File: src/core/daqic_pkg.sv
package daqic_pkg;

   // ---------------------------------------------------------------
   // Clock and tick rates
   // ---------------------------------------------------------------
   localparam int CLK_HZ = 100_000_000;
   localparam int F_10M_HZ = 10_000_000;
   localparam int F_1M_HZ = 1_000_000;
   localparam int F_100K_HZ = 100_000;
   localparam int DIV_10M = CLK_HZ / F_10M_HZ;
   localparam int DIV_1M = CLK_HZ / F_1M_HZ;
   localparam int DIV_100K = CLK_HZ / F_100K_HZ;
   localparam int DIV_W = 10;
   localparam int N_TICKS = 3;

   // ---------------------------------------------------------------
   // Register map
   // ---------------------------------------------------------------
   localparam logic [3:0] OFS_CMD = 4'h0;
   localparam logic [3:0] OFS_CTL = 4'h4;
   localparam logic [3:0] OFS_THR = 4'h5;
   localparam logic [3:0] OFS_FDH = 4'h6;
   localparam logic [3:0] OFS_STAT = 4'h7;

   // Interrupt / counter control fields.
   localparam int CTL_CK1_SRC = 7;
   localparam int CTL_FRQ1 = 6;
   localparam int CTL_FRQ0 = 5;
   localparam int CTL_TRIG_SEL = 4;
   localparam int CTL_DMA_EN = 3;
   localparam int CTL_TIMER_EN = 2;
   localparam int CTL_DIO_EN = 1;
   localparam int CTL_ANALOG_EN = 0;
   localparam logic [7:0] CTL_RESET = 8'h00;

   // Command register fields at offset 0.
   localparam int CMD_CLR_TIMER = 6;
   localparam int CMD_CLR_DIO = 5;
   localparam int CMD_CLR_ANALOG = 4;
   localparam int CMD_SW_START = 0;

   // Status register field positions at offset 7.
   localparam int STAT_TIMER = 6;
   localparam int STAT_DIO = 5;
   localparam int STAT_ANALOG = 4;

   // Threshold formats.
   localparam int CNT_W = 12;
   localparam int BASIC_W = 6;
   localparam logic [5:0] BASIC_MIN = 6'h01;
   localparam logic [5:0] BASIC_MAX = 6'h30;
   localparam logic [5:0] BASIC_RESET = 6'h01;
   localparam logic [11:0] ENH_AUTO = 12'h400;
   localparam logic [11:0] ENH_MAX = 12'h800;
   localparam logic [11:0] ENH_RESET = 12'h400;
   localparam logic [2:0] ENH_LOW_ZERO = 3'h0;

   // ---------------------------------------------------------------
   // Carriers
   // ---------------------------------------------------------------
   typedef struct packed {
      logic [3:0] addr;
      logic [7:0] wdata;
      logic wr;
      logic rd;
   } daqic_reg_req_t;

   typedef struct packed {
      logic t10m;
      logic t1m;
      logic t100k;
   } daqic_tick_t;

endpackage

File: src/core/daqic_ctl.sv
// Local design decision: the strobed register port.
`timescale 1ns/100ps

//Function
//[RULE_01] Source bit picks counter 1 clock
//[RULE_02] Counter 1 frequency: 10 MHz or 100 kHz
//[RULE_03] Counter 0 frequency: 10 MHz or 1 MHz
//[RULE_04] Digital I/O requests pass only when enabled
//[RULE_05] Analog requests pass only when enabled
//[RULE_06] No analog output interrupt exists
//[RULE_07] All sources share one interrupt line
//[RULE_08] Handler reads status, clears via offset 0
//[RULE_09] Basic threshold is six bits, 1 to 48
//[RULE_10] Basic: above 48 becomes 48, 0 becomes 1
//[RULE_11] Reaching threshold raises analog pending flag
//[RULE_12] Enhanced byte is threshold bits 10 to 3
//[RULE_13] Enhanced threshold 8 to 2048, steps of 8
//[RULE_14] First enhanced entry loads threshold 1024
//[RULE_15] Offset 5 read: count or threshold
//[RULE_16] Handler reads the right number of samples
//[RULE_17] Higher rates want higher threshold, headroom
//[RULE_18] Pending flags in status bits 6 to 4
//[RULE_19] Enhanced: offset 6 gives count upper nibble
//[RULE_20] Trigger select; no software start when enabled
//[RULE_21] DMA and timer enable bits gate operation
module daqic_ctl
   import daqic_pkg::*;
(
   input wire logic mclk_in,
   input wire logic reset_in,
   input daqic_reg_req_t reg_req_in,
   output logic [7:0] reg_rdata_out,
   input wire logic [CNT_W-1:0] fifo_count_in,
   input wire logic enhanced_fifo_mode_in,
   input wire logic timer_event_in,
   input wire logic dio_event_in,
   input wire logic ctr0_output_in,
   input wire logic [3:0] adc_channel_in,
   input wire logic ctr1_external_clock_in,
   input wire logic external_adc_trigger_in,
   output logic host_irq_out,
   output logic dma_operation_enable_out,
   output logic ctr0_tick_out,
   output logic ctr1_tick_out,
   output logic adc_trigger_out,
   output logic adc_sw_start_out
);

   // ---------------------------------------------------------------
   // Register decode
   // ---------------------------------------------------------------
   logic [7:0] ctl_ff;
   logic [BASIC_W-1:0] basic_thr_ff;
   logic [CNT_W-1:0] enh_thr_ff;
   logic enh_seen_ff;
   logic enh_mode_ff;
   logic timer_irq_pending_ff;
   logic dio_irq_pending_ff;
   logic analog_irq_pending_ff;
   logic reached_ff;
   logic [7:0] rdata_ff;

   wire logic wr_cmd = reg_req_in.wr && (reg_req_in.addr == OFS_CMD);
   wire logic wr_ctl = reg_req_in.wr && (reg_req_in.addr == OFS_CTL);
   wire logic wr_thr = reg_req_in.wr && (reg_req_in.addr == OFS_THR);

   wire logic ctr1_clock_source_sel = ctl_ff[CTL_CK1_SRC];
   wire logic ctr1_input_freq_sel = ctl_ff[CTL_FRQ1];
   wire logic ctr0_input_freq_sel = ctl_ff[CTL_FRQ0];
   wire logic adc_trigger_source_sel = ctl_ff[CTL_TRIG_SEL];
   wire logic dma_operation_enable = ctl_ff[CTL_DMA_EN];
   wire logic timer_irq_enable = ctl_ff[CTL_TIMER_EN];
   wire logic dio_irq_enable = ctl_ff[CTL_DIO_EN];
   wire logic analog_irq_enable = ctl_ff[CTL_ANALOG_EN];

   // ---------------------------------------------------------------
   // Pin synchronisers for the external clock and trigger.
   // ---------------------------------------------------------------
   logic [1:0] pin_meta_ff;
   logic [1:0] pin_sync_ff;
   logic [1:0] pin_last_ff;

   always_ff @(posedge mclk_in) begin
      if (reset_in) begin
         pin_meta_ff <= 2'h0;
         pin_sync_ff <= 2'h0;
         pin_last_ff <= 2'h0;
      end else begin
         pin_meta_ff <= {external_adc_trigger_in, ctr1_external_clock_in};
         pin_sync_ff <= pin_meta_ff;
         pin_last_ff <= pin_sync_ff;
      end
   end

   wire logic [1:0] pin_rise = pin_sync_ff & ~pin_last_ff;

   // ---------------------------------------------------------------
   // Counter input clocks
   // ---------------------------------------------------------------
   daqic_tick_t tick;

   daqic_tick_div u_div (
      .mclk_in(mclk_in),
      .reset_in(reset_in),
      .tick_out(tick)
   );

   wire logic ctr0_rate = ctr0_input_freq_sel ? tick.t1m : tick.t10m; // [RULE_03]
   wire logic ctr1_rate = ctr1_input_freq_sel ? tick.t100k : tick.t10m; // [RULE_02]
   wire logic ctr1_pick = ctr1_clock_source_sel ? pin_rise[0] : ctr1_rate; // [RULE_01]

   // ---------------------------------------------------------------
   // Threshold formats
   // ---------------------------------------------------------------
   wire logic [BASIC_W-1:0] wr_basic = reg_req_in.wdata[BASIC_W-1:0]; // [RULE_09]
   wire logic [BASIC_W-1:0] basic_clamped =
      (wr_basic == '0) ? BASIC_MIN :
      (wr_basic > BASIC_MAX) ? BASIC_MAX : wr_basic; // [RULE_10]
   wire logic [CNT_W-1:0] enh_written =
      (reg_req_in.wdata == 8'h00) ? ENH_MAX :
      {1'b0, reg_req_in.wdata, ENH_LOW_ZERO}; // [RULE_12] [RULE_13]
   wire logic enh_first = enhanced_fifo_mode_in && !enh_mode_ff && !enh_seen_ff; // [RULE_14]
   wire logic [CNT_W-1:0] cur_thr = enhanced_fifo_mode_in ? enh_thr_ff :
      {{(CNT_W-BASIC_W){1'b0}}, basic_thr_ff};
   wire logic reached = (fifo_count_in >= cur_thr); // [RULE_11]

   // ---------------------------------------------------------------
   // Interrupt sources
   // ---------------------------------------------------------------
   wire logic set_timer = timer_event_in && timer_irq_enable; // [RULE_21]
   wire logic set_dio = dio_event_in && dio_irq_enable; // [RULE_04]
   wire logic set_analog = reached && !reached_ff && analog_irq_enable; // [RULE_05] [RULE_11]
   wire logic clr_timer = wr_cmd && reg_req_in.wdata[CMD_CLR_TIMER];
   wire logic clr_dio = wr_cmd && reg_req_in.wdata[CMD_CLR_DIO];
   wire logic clr_analog = wr_cmd && reg_req_in.wdata[CMD_CLR_ANALOG];

   // A hardware set in the clearing cycle wins so no request is lost.
   wire logic nxt_timer_pending = set_timer || (timer_irq_pending_ff && !clr_timer);
   wire logic nxt_dio_pending = set_dio || (dio_irq_pending_ff && !clr_dio);
   wire logic nxt_analog_pending = set_analog || (analog_irq_pending_ff && !clr_analog);

   // Analog output events have no source here at all.
   wire logic irq_any = (timer_irq_pending_ff && timer_irq_enable) ||
      (dio_irq_pending_ff && dio_irq_enable) ||
      (analog_irq_pending_ff && analog_irq_enable); // [RULE_06] [RULE_07]

   // ---------------------------------------------------------------
   // Conversion trigger
   // ---------------------------------------------------------------
   wire logic hw_trig = adc_trigger_source_sel ? pin_rise[1] : ctr0_output_in;
   wire logic nxt_trigger = analog_irq_enable && hw_trig; // [RULE_20]
   wire logic nxt_sw_start = wr_cmd && reg_req_in.wdata[CMD_SW_START] &&
      !analog_irq_enable; // [RULE_20]

   // ---------------------------------------------------------------
   // Read data
   // ---------------------------------------------------------------
   wire logic [7:0] rd_thr = enhanced_fifo_mode_in ? fifo_count_in[7:0] :
      {{(8-BASIC_W){1'b0}}, basic_thr_ff}; // [RULE_15]
   wire logic [7:0] rd_fdh = enhanced_fifo_mode_in ? {4'h0, fifo_count_in[11:8]} :
      fifo_count_in[7:0]; // [RULE_19]
   wire logic [7:0] rd_stat = {1'b0, timer_irq_pending_ff, dio_irq_pending_ff,
      analog_irq_pending_ff, adc_channel_in}; // [RULE_18]
   wire logic [7:0] rd_mux =
      (reg_req_in.addr == OFS_CTL) ? ctl_ff :
      (reg_req_in.addr == OFS_THR) ? rd_thr :
      (reg_req_in.addr == OFS_FDH) ? rd_fdh :
      (reg_req_in.addr == OFS_STAT) ? rd_stat : 8'h00;
   wire logic [7:0] nxt_rdata = reg_req_in.rd ? rd_mux : 8'h00;

   // ---------------------------------------------------------------
   // Registers
   // ---------------------------------------------------------------
   always_ff @(posedge mclk_in) begin
      if (reset_in) begin
         ctl_ff <= CTL_RESET;
         basic_thr_ff <= BASIC_RESET;
         enh_thr_ff <= ENH_RESET;
         enh_seen_ff <= 1'b0;
         enh_mode_ff <= 1'b0;
      end else begin
         enh_mode_ff <= enhanced_fifo_mode_in;
         if (enh_first) begin
            enh_seen_ff <= 1'b1;
         end
         if (wr_ctl) begin
            ctl_ff <= reg_req_in.wdata;
         end
         if (wr_thr && !enhanced_fifo_mode_in) begin
            basic_thr_ff <= basic_clamped; // [RULE_10]
         end
         if (wr_thr && enhanced_fifo_mode_in) begin
            enh_thr_ff <= enh_written; // [RULE_12]
         end else if (enh_first) begin
            enh_thr_ff <= ENH_AUTO; // [RULE_14]
         end
      end
   end

   always_ff @(posedge mclk_in) begin
      if (reset_in) begin
         timer_irq_pending_ff <= 1'b0;
         dio_irq_pending_ff <= 1'b0;
         analog_irq_pending_ff <= 1'b0;
         reached_ff <= 1'b0;
      end else begin
         timer_irq_pending_ff <= nxt_timer_pending;
         dio_irq_pending_ff <= nxt_dio_pending;
         analog_irq_pending_ff <= nxt_analog_pending; // [RULE_11]
         reached_ff <= reached;
      end
   end

   always_ff @(posedge mclk_in) begin
      if (reset_in) begin
         rdata_ff <= 8'h00;
         host_irq_out <= 1'b0;
         dma_operation_enable_out <= 1'b0;
         ctr0_tick_out <= 1'b0;
         ctr1_tick_out <= 1'b0;
         adc_trigger_out <= 1'b0;
         adc_sw_start_out <= 1'b0;
      end else begin
         rdata_ff <= nxt_rdata;
         host_irq_out <= irq_any; // [RULE_07]
         dma_operation_enable_out <= dma_operation_enable; // [RULE_21]
         ctr0_tick_out <= ctr0_rate;
         ctr1_tick_out <= ctr1_pick;
         adc_trigger_out <= nxt_trigger;
         adc_sw_start_out <= nxt_sw_start;
      end
   end

   assign reg_rdata_out = rdata_ff;
endmodule // daqic_ctl

File: src/core/daqic_tick_div.sv
`timescale 1ns/100ps

module daqic_tick_div
   import daqic_pkg::*;
(
   input wire logic mclk_in,
   input wire logic reset_in,
   output daqic_tick_t tick_out
);

   // ---------------------------------------------------------------
   // One divider per rate, each giving a one-cycle enable.
   // ---------------------------------------------------------------
   localparam logic [N_TICKS*DIV_W-1:0] TERM = {
      DIV_W'(DIV_10M - 1), DIV_W'(DIV_1M - 1), DIV_W'(DIV_100K - 1)};

   logic [N_TICKS-1:0] pulse_ff;

   genvar gi;
   generate
      for (gi = 0; gi < N_TICKS; gi++) begin : g_div
         logic [DIV_W-1:0] cnt_ff;
         wire logic at_term = (cnt_ff == TERM[gi*DIV_W +: DIV_W]);
         always_ff @(posedge mclk_in) begin
            if (reset_in) begin
               cnt_ff <= '0;
               pulse_ff[gi] <= 1'b0;
            end else begin
               cnt_ff <= at_term ? '0 : cnt_ff + DIV_W'(1);
               pulse_ff[gi] <= at_term;
            end
         end
      end
   endgenerate

   assign tick_out = '{t10m: pulse_ff[2], t1m: pulse_ff[1], t100k: pulse_ff[0]};

endmodule // daqic_tick_div

File: config.mk
export PLATFORM = sky130hd
export DESIGN_NAME = daqic_ctl
export DESIGN_NICKNAME = d
export VERILOG_FILES = /design/src/core/daqic_pkg.sv /design/src/core/daqic_ctl.sv /design/src/core/daqic_tick_div.sv
export SDC_FILE = /design/constraint.sdc
export NUM_CORES = 1
export LEC_CHECK = 0
export BUFFER_PORTS_ARGS = -buffer_cell sky130_fd_sc_hd__buf_4
export CORE_MARGIN = 4
export CORE_UTILIZATION = 40
export DETAILED_ROUTE_END_ITERATION = 8
export PLACE_DENSITY_LB_ADDON = 0.1
export SLEW_MARGIN = 20
export SYNTH_ARGS = -nofsm -noshare
export SYNTH_HDL_FRONTEND = slang
export SYNTH_HIERARCHICAL = 1
export SYNTH_SLANG_ARGS = --single-unit
File: constraint.sdc
create_clock -name mclk_in -period 2.3 [get_ports mclk_in]
set_input_delay 0.23 -clock mclk_in [delete_from_list [all_inputs] [get_ports mclk_in]]
set_output_delay 0.23 -clock mclk_in [all_outputs]
set_load 0.005 [all_outputs]
Yosys cells after proc, flatten, opt, wreduce, memory -nomap -nowiden
Index checks and enable logic that the tools add are counted.

Div/mod/pow operators: 0. Mux-type cells: 16. Bitwise gates (word level): 3. Magnitude comparators: 2. Equal/unequal tests: 7. Shift operators: 0. Reduce and logical (&&, ||, !) cells: 44. $mul: 0. Add/sub/neg operators: 3.

Operator list (number): 2-to-1 mux 12 bit (4); 2-to-1 mux 8 bit (5); adder 10 x 1 -> 10 bit (second input constant) (3); logical AND 1 bit (23); == test 4 x 3 -> 1 bit (second input constant) (4); >= comparator 12 bit (1); 2-to-1 mux 6 bit (2); == test 10 bit (second input constant) (1); == test 10 x 4 -> 1 bit (second input constant) (1); == test 10 x 7 -> 1 bit (second input constant) (1); zero test 1 bit (8); zero test 8 bit (1); OR reduction 2 bit (4); 2-to-1 mux 7 bit (1); greater-than comparator 6 bit (second input constant) (1); zero test 6 bit (1); logical OR 1 bit (5); zero test 4 bit (1); 2-to-1 mux 1 bit (4); bitwise AND 2 bit (1); inverter 2 bit (1); nonzero test 2 bit (1); inverter 1 bit (1).

Memories: 0. Latch bits: 0. Register bits after elaboration: 85. ROM bits: 0. Bits in writable memories: 0.

Longest topological paths before layout
Depth after elaboration: 6. Depth in mapped cells: 9. Mapped depth without buffers: 7.

Modules after synthesis
Netlist, hierarchy kept.

Modules (own cells, without submodules): daqic_ctl (cells each 280, area each 2408.6 sq um, times used 1); daqic_tick_div (cells each 153, area each 1408.9 sq um, times used 1).

Worst setup path before layout
OpenSTA, ideal clock, no wires.

Path kind: input-to-reg. Start point: input enhanced_fifo_mode_in. End point: register analog_irq_pending_ff. Arrival: 1855 ps. Required time: 2163 ps. Slack: 308 ps. Path buffers: 3. Stages: 9. Cells stage by stage: buf_2 > buf_2 > buf_2 > a21oi_1 > ha_1 > a21oi_1 > o21ai_0 > a221oi_1 > o211ai_1.

Cells in the longest elaborated chain, start to end: 5.

Ends and longest elaborated chain: start, declared (line daqic_ctl.sv:34) `input wire logic enhanced_fifo_mode_in,`; 2-to-1 mux 12 bit (line daqic_ctl.sv:123) `wire logic [CNT_W-1:0] cur_thr = enhanced_fifo_mode_in ? enh_thr_ff :`; >= comparator 12 bit (line daqic_ctl.sv:125) `wire logic reached = (fifo_count_in >= cur_thr);`; logical AND 1 bit (2 in series) (line daqic_ctl.sv:132) `wire logic set_analog = reached && !reached_ff && analog_irq_enable;`; logical OR 1 bit (line daqic_ctl.sv:140) `wire logic nxt_analog_pending = set_analog || (analog_irq_pending_ff && !clr_analog);`; end signal, assigned (line daqic_ctl.sv:209) `analog_irq_pending_ff <= nxt_analog_pending;`; end, declared (line daqic_ctl.sv:59) `logic analog_irq_pending_ff;`.

No other way between the ends. A chain may end at the register's enable or synchronous reset.

Worst setup path after layout
Start point: register basic_thr_ff[5]. End point: register analog_irq_pending_ff.

Cells in the longest elaborated chain, start to end: 5.

Ends and longest elaborated chain: start, declared (line daqic_ctl.sv:53) `logic [BASIC_W-1:0] basic_thr_ff;`; start signal, assigned (line daqic_ctl.sv:190) `basic_thr_ff <= basic_clamped;`; 2-to-1 mux 12 bit (line daqic_ctl.sv:123); >= comparator 12 bit (line daqic_ctl.sv:125); logical AND 1 bit (2 in series) (line daqic_ctl.sv:132); logical OR 1 bit (line daqic_ctl.sv:140).

No other way between the ends.

==> metrics.txt <==
# TYPE chip_impl_metric gauge
chip_impl_metric{name="viasPerCell",unit=""} 5.24
chip_impl_metric{name="htree_levels",unit=""} 3
chip_impl_info{name="post-synth-top-count-cell",value="dfxtp_1"} 1
chip_impl_info{name="timing.critical_path.mode_cell",value="a21oi_1"} 1
chip_impl_metric{name="ys_ff_latch",unit=""} 82
chip_impl_info{name="timing.critical_path.max_delay_family",value="compound AO/OA/AOI/OAI gates"} 1
chip_impl_info{name="kind_of_launch_point_of_the_worst_setup_path",value="register"} 1
chip_impl_metric{name="post_cts_buffers",unit=""} 0
chip_impl_metric{name="numClockSinks",unit=""} 82
chip_impl_metric{name="timing.final.hold_violations",unit=""} 0
chip_impl_metric{name="setup_viol",unit=""} 0
chip_impl_metric{name="clkTransAtPathRegs",unit="ps"} 100
chip_impl_metric{name="cell_area_after_placement",unit="mm2"} 0.00427
chip_impl_metric{name="critPathMaxFanout",unit=""} 2
chip_impl_metric{name="timing.critical_path.required",unit="ps"} 2530
chip_impl_metric{name="io_buffer_count",unit=""} 51
chip_impl_metric{name="core.rowCount",unit=""} 35
chip_impl_info{name="min_path_type",value="in -> reg"} 1
chip_impl_metric{name="postLayoutCoreUtil",unit="%"} 48.0
chip_impl_metric{name="grt_pass1_vias",unit=""} 3104
chip_impl_metric{name="fin_cells",unit=""} 611
chip_impl_metric{name="antennaDiodeCount",unit=""} 0
chip_impl_metric{name="drt_wl_total",unit="mm"} 8.99
chip_impl_metric{name="syn_to_final_growth",unit="%"} 16.8
chip_impl_info{name="yosys-top-cells-area",value="dfxtp_1, nor2_1, a21oi_1, ha_1, mux2i_1"} 1
chip_impl_metric{name="dr_vias",unit=""} 3199
chip_impl_metric{name="timing.slew.headroom",unit="%"} 63.1
chip_impl_metric{name="hold-worst-slack",unit="ps"} 67.0
chip_impl_metric{name="hold_buffers",unit=""} 0
chip_impl_metric{name="syn-mean-instance-area",unit="um2"} 8.82
chip_impl_info{name="path_cells",value="nor2b_1 -> a21oi_1 -> ha_1 -> a21oi_1 -> o21ai_0 -> a221oi_1 -> o211ai_1"} 1
chip_impl_metric{name="switching_share",unit="%"} 27.9
chip_impl_info{name="cts_root_buffer",value="clkbuf_8"} 1
chip_impl_info{name="rsz0062_at_grt",value="false"} 1
chip_impl_metric{name="async_flop_share",unit="%"} 0
chip_impl_metric{name="p_clk_share",unit="%"} 37.4
chip_impl_metric{name="power.switching",unit="mW"} 0.766
chip_impl_metric{name="cp_num_buf_inv",unit=""} 0
chip_impl_metric{name="edff_count_synth",unit=""} 0
chip_impl_info{name="slowest_cell_on_the_critical_path",value="a221oi_1"} 1
chip_impl_metric{name="initial_utilization",unit="%"} 41.1
chip_impl_info{name="critPathKind",value="reg -> reg"} 1
chip_impl_info{name="synth_top_cell_by_area",value="dfxtp_1"} 1
chip_impl_metric{name="design.final.nets",unit=""} 531
chip_impl_metric{name="final.setup_skew",unit="ps"} 13.4
chip_impl_metric{name="die_area",unit="mm2"} 0.0112
chip_impl_info{name="worst_r2r_startpoint",value="basic_thr_ff[5]$_SDFFE_PP0P_"} 1
chip_impl_metric{name="antenna_left",unit=""} 0
chip_impl_metric{name="drv.max_cap_violation_count",unit=""} 0
chip_impl_metric{name="design.portCount",unit=""} 52
chip_impl_metric{name="grt_usage",unit="%"} 16.8
chip_impl_info{name="synth_flop_cell",value="dfxtp_1"} 1
chip_impl_metric{name="detail_route.drc_violations",unit=""} 0
chip_impl_metric{name="max_freq",unit="GHz"} 0.601
chip_impl_metric{name="post-dp-hpwl",unit="mm"} 6.66
chip_impl_metric{name="grt_first_pass_wirelength",unit="mm"} 15.1
chip_impl_metric{name="leakage",unit="nW"} 1.76
chip_impl_metric{name="dp_cells",unit=""} 595
chip_impl_metric{name="period_share",unit="%"} 72.4
chip_impl_metric{name="crit_path_max_incr_delay",unit="ps"} 350
chip_impl_metric{name="post_dr_wirelength_cell",unit="um"} 14.7
chip_impl_metric{name="synth_largest_type_area_fraction",unit="%"} 43.0
chip_impl_metric{name="period_needed",unit="ps"} 1660
chip_impl_metric{name="fin_tns_setup",unit="ps"} 0
chip_impl_info{name="crit_start",value="basic_thr_ff[5]$_SDFFE_PP0P_"} 1
chip_impl_metric{name="clock_path_buffers",unit=""} 2
chip_impl_metric{name="synthesis.area",unit="mm2"} 0.00382
chip_impl_info{name="yosys-top-cells-count",value="dfxtp_1, nor2_1, a21oi_1"} 1
chip_impl_metric{name="timing.critical_path.arrival",unit="ps"} 1900
chip_impl_metric{name="combinationalPowerShare",unit="%"} 9.1
chip_impl_metric{name="worst_slew_pin_slew",unit="ps"} 552
chip_impl_metric{name="drt_iter0_drc",unit=""} 158
chip_impl_metric{name="synth_fp_nets",unit=""} 487
chip_impl_metric{name="core",unit="mm2"} 0.00928
chip_impl_info{name="cts_tree",value="built"} 1
chip_impl_info{name="min-delay-start",value="external_adc_trigger_in"} 1
chip_impl_metric{name="synth_sequential_area_ratio",unit="%"} 43.0
chip_impl_metric{name="place.gp.congestion",unit=""} 0.868
chip_impl_metric{name="yosys_warnings",unit=""} 6
chip_impl_metric{name="final_layout_size_suffix_gt1_share",unit="%"} 17.2
chip_impl_metric{name="cts-buffers-inserted",unit=""} 9
chip_impl_info{name="result_of_the_run",value="completed"} 1
chip_impl_metric{name="globalRouteOverflowTotal",unit=""} 0
chip_impl_info{name="crit_path_end_kind",value="register"} 1
chip_impl_metric{name="synthesis.instances",unit=""} 433
chip_impl_metric{name="intPower",unit="mW"} 1.98
chip_impl_metric{name="drt-pass1-iter-count",unit=""} 4
chip_impl_metric{name="die_y",unit="um"} 106
chip_impl_metric{name="grt_antenna_before_repair",unit=""} 0
chip_impl_metric{name="largest_net_degree_at_the_start_of_global_routing",unit=""} 33
chip_impl_metric{name="vdd_ir_max",unit="mV"} 0.304
chip_impl_metric{name="clk-insertion-delay-late",unit="ps"} 360
chip_impl_metric{name="sequentialPowerShare",unit="%"} 53.5
chip_impl_metric{name="synth_cell_type_count",unit=""} 58
chip_impl_metric{name="dieWidth",unit="um"} 106
chip_impl_metric{name="cellPowerDensity",unit="mW/mm2"} 616
chip_impl_metric{name="cts-resized-gates",unit=""} 0
chip_impl_metric{name="final_design_area_no_fill",unit="mm2"} 0.00446
chip_impl_metric{name="finalMaxSlewViolations",unit=""} 0
metal layers:
metal	track usage, %	wire length, um	vias up
met1	21.4	4160	1483
met2	27.4	4150	70
met4	6.38	188	0
li1	-	-	1632
met3	4.35	498	14
met5	0	0	-
through the flow:
stage / total power [mW] / worst slack [ps]
floorplan: 1.65 / 308
global placement: 1.75 / 440
finish: 2.75 / 636
global route: 2.90 / 487
CTS: 2.79 / 618
detailed placement: 1.75 / 405
power by group through the flow:
stage	Combinational [mW]	Clock [mW]	Sequential, mW
finish	0.251	1.03	1.47
global route	0.284	1.14	1.47
CTS	0.254	1.07	1.47
detailed placement	0.252	0	1.50
global placement	0.250	0	1.50
floorplan	0.152	0	1.50
kinds of logic after synthesis:
| logic type | synth area share, % |
|---|---|
| AO/OA/AOI/OAI | 18.0 |
| adder cells (fa/ha/maj) | 5.24 |
| multiplexers | 3.41 |
| flip-flops | 43.0 |
| XOR/XNOR | 2.07 |
| AND/OR/NAND/NOR | 24.4 |
| buffers and inverters | 3.90 |
layout by cell type, fill, tap and decap left out, types with 4 or more instances in the layout:
cell type	n
a21oi_1	41
or4_1	4
and3_1	4
nand3_1	17
nand4_1	4
nor3_1	5
inv_1	12
nor4_1	4
o21ai_0	19
dfxtp_1	82
nand2b_1	8
ha_1	16
o31ai_1	5
a32oi_1	4
or3_1	11
xor2_1	6
mux2i_1	13
buf_4	52
clkbuf_8	9
nor2_1	55
nand2_1	34
a22oi_1	7
nor2b_1	14
final cells by class:
cell class                 count  area, um2
clock buffer                   9        124
clock inverter                 7       71.3
fill                         956       4820
inverter                      12       45.0
multi-input combinational    320       2030
sequential                    82       1640
tap                          129        161
timing repair buffer          52        390
flip-flops by register name (all words and copies together), names as in the netlist, 2 cells and up:
register and count:
u_div/g_div.cnt_ff 30, enh_thr_ff 9, ctl_ff 8, reg_rdata_out 8, basic_thr_ff 6, u_div/tick_out 3
pin_last_ff 2, pin_meta_ff 2, pin_sync_ff 2
worst reg2reg max path: stages (launching register included):
cell,delay [ps]
dfxtp_1,330
nor2b_1,160
a21oi_1,60
ha_1,300
a21oi_1,130
o21ai_0,100
a221oi_1,350
o211ai_1,110
final timing paths:
kind                                                             to  slack, ps  cells after the start
worst max-delay path               analog_irq_pending_ff$_SDFF_PP0_        640                      7
worst min-delay path                      pin_meta_ff[1]$_SDFF_PP0_         70                      2
worst max register to register     analog_irq_pending_ff$_SDFF_PP0_        640                      7
worst min register to register  u_div/g_div[0].cnt_ff[0]$_SDFF_PP0_        450                      1
No activity file was read; power rests on OpenSTA's default activity.
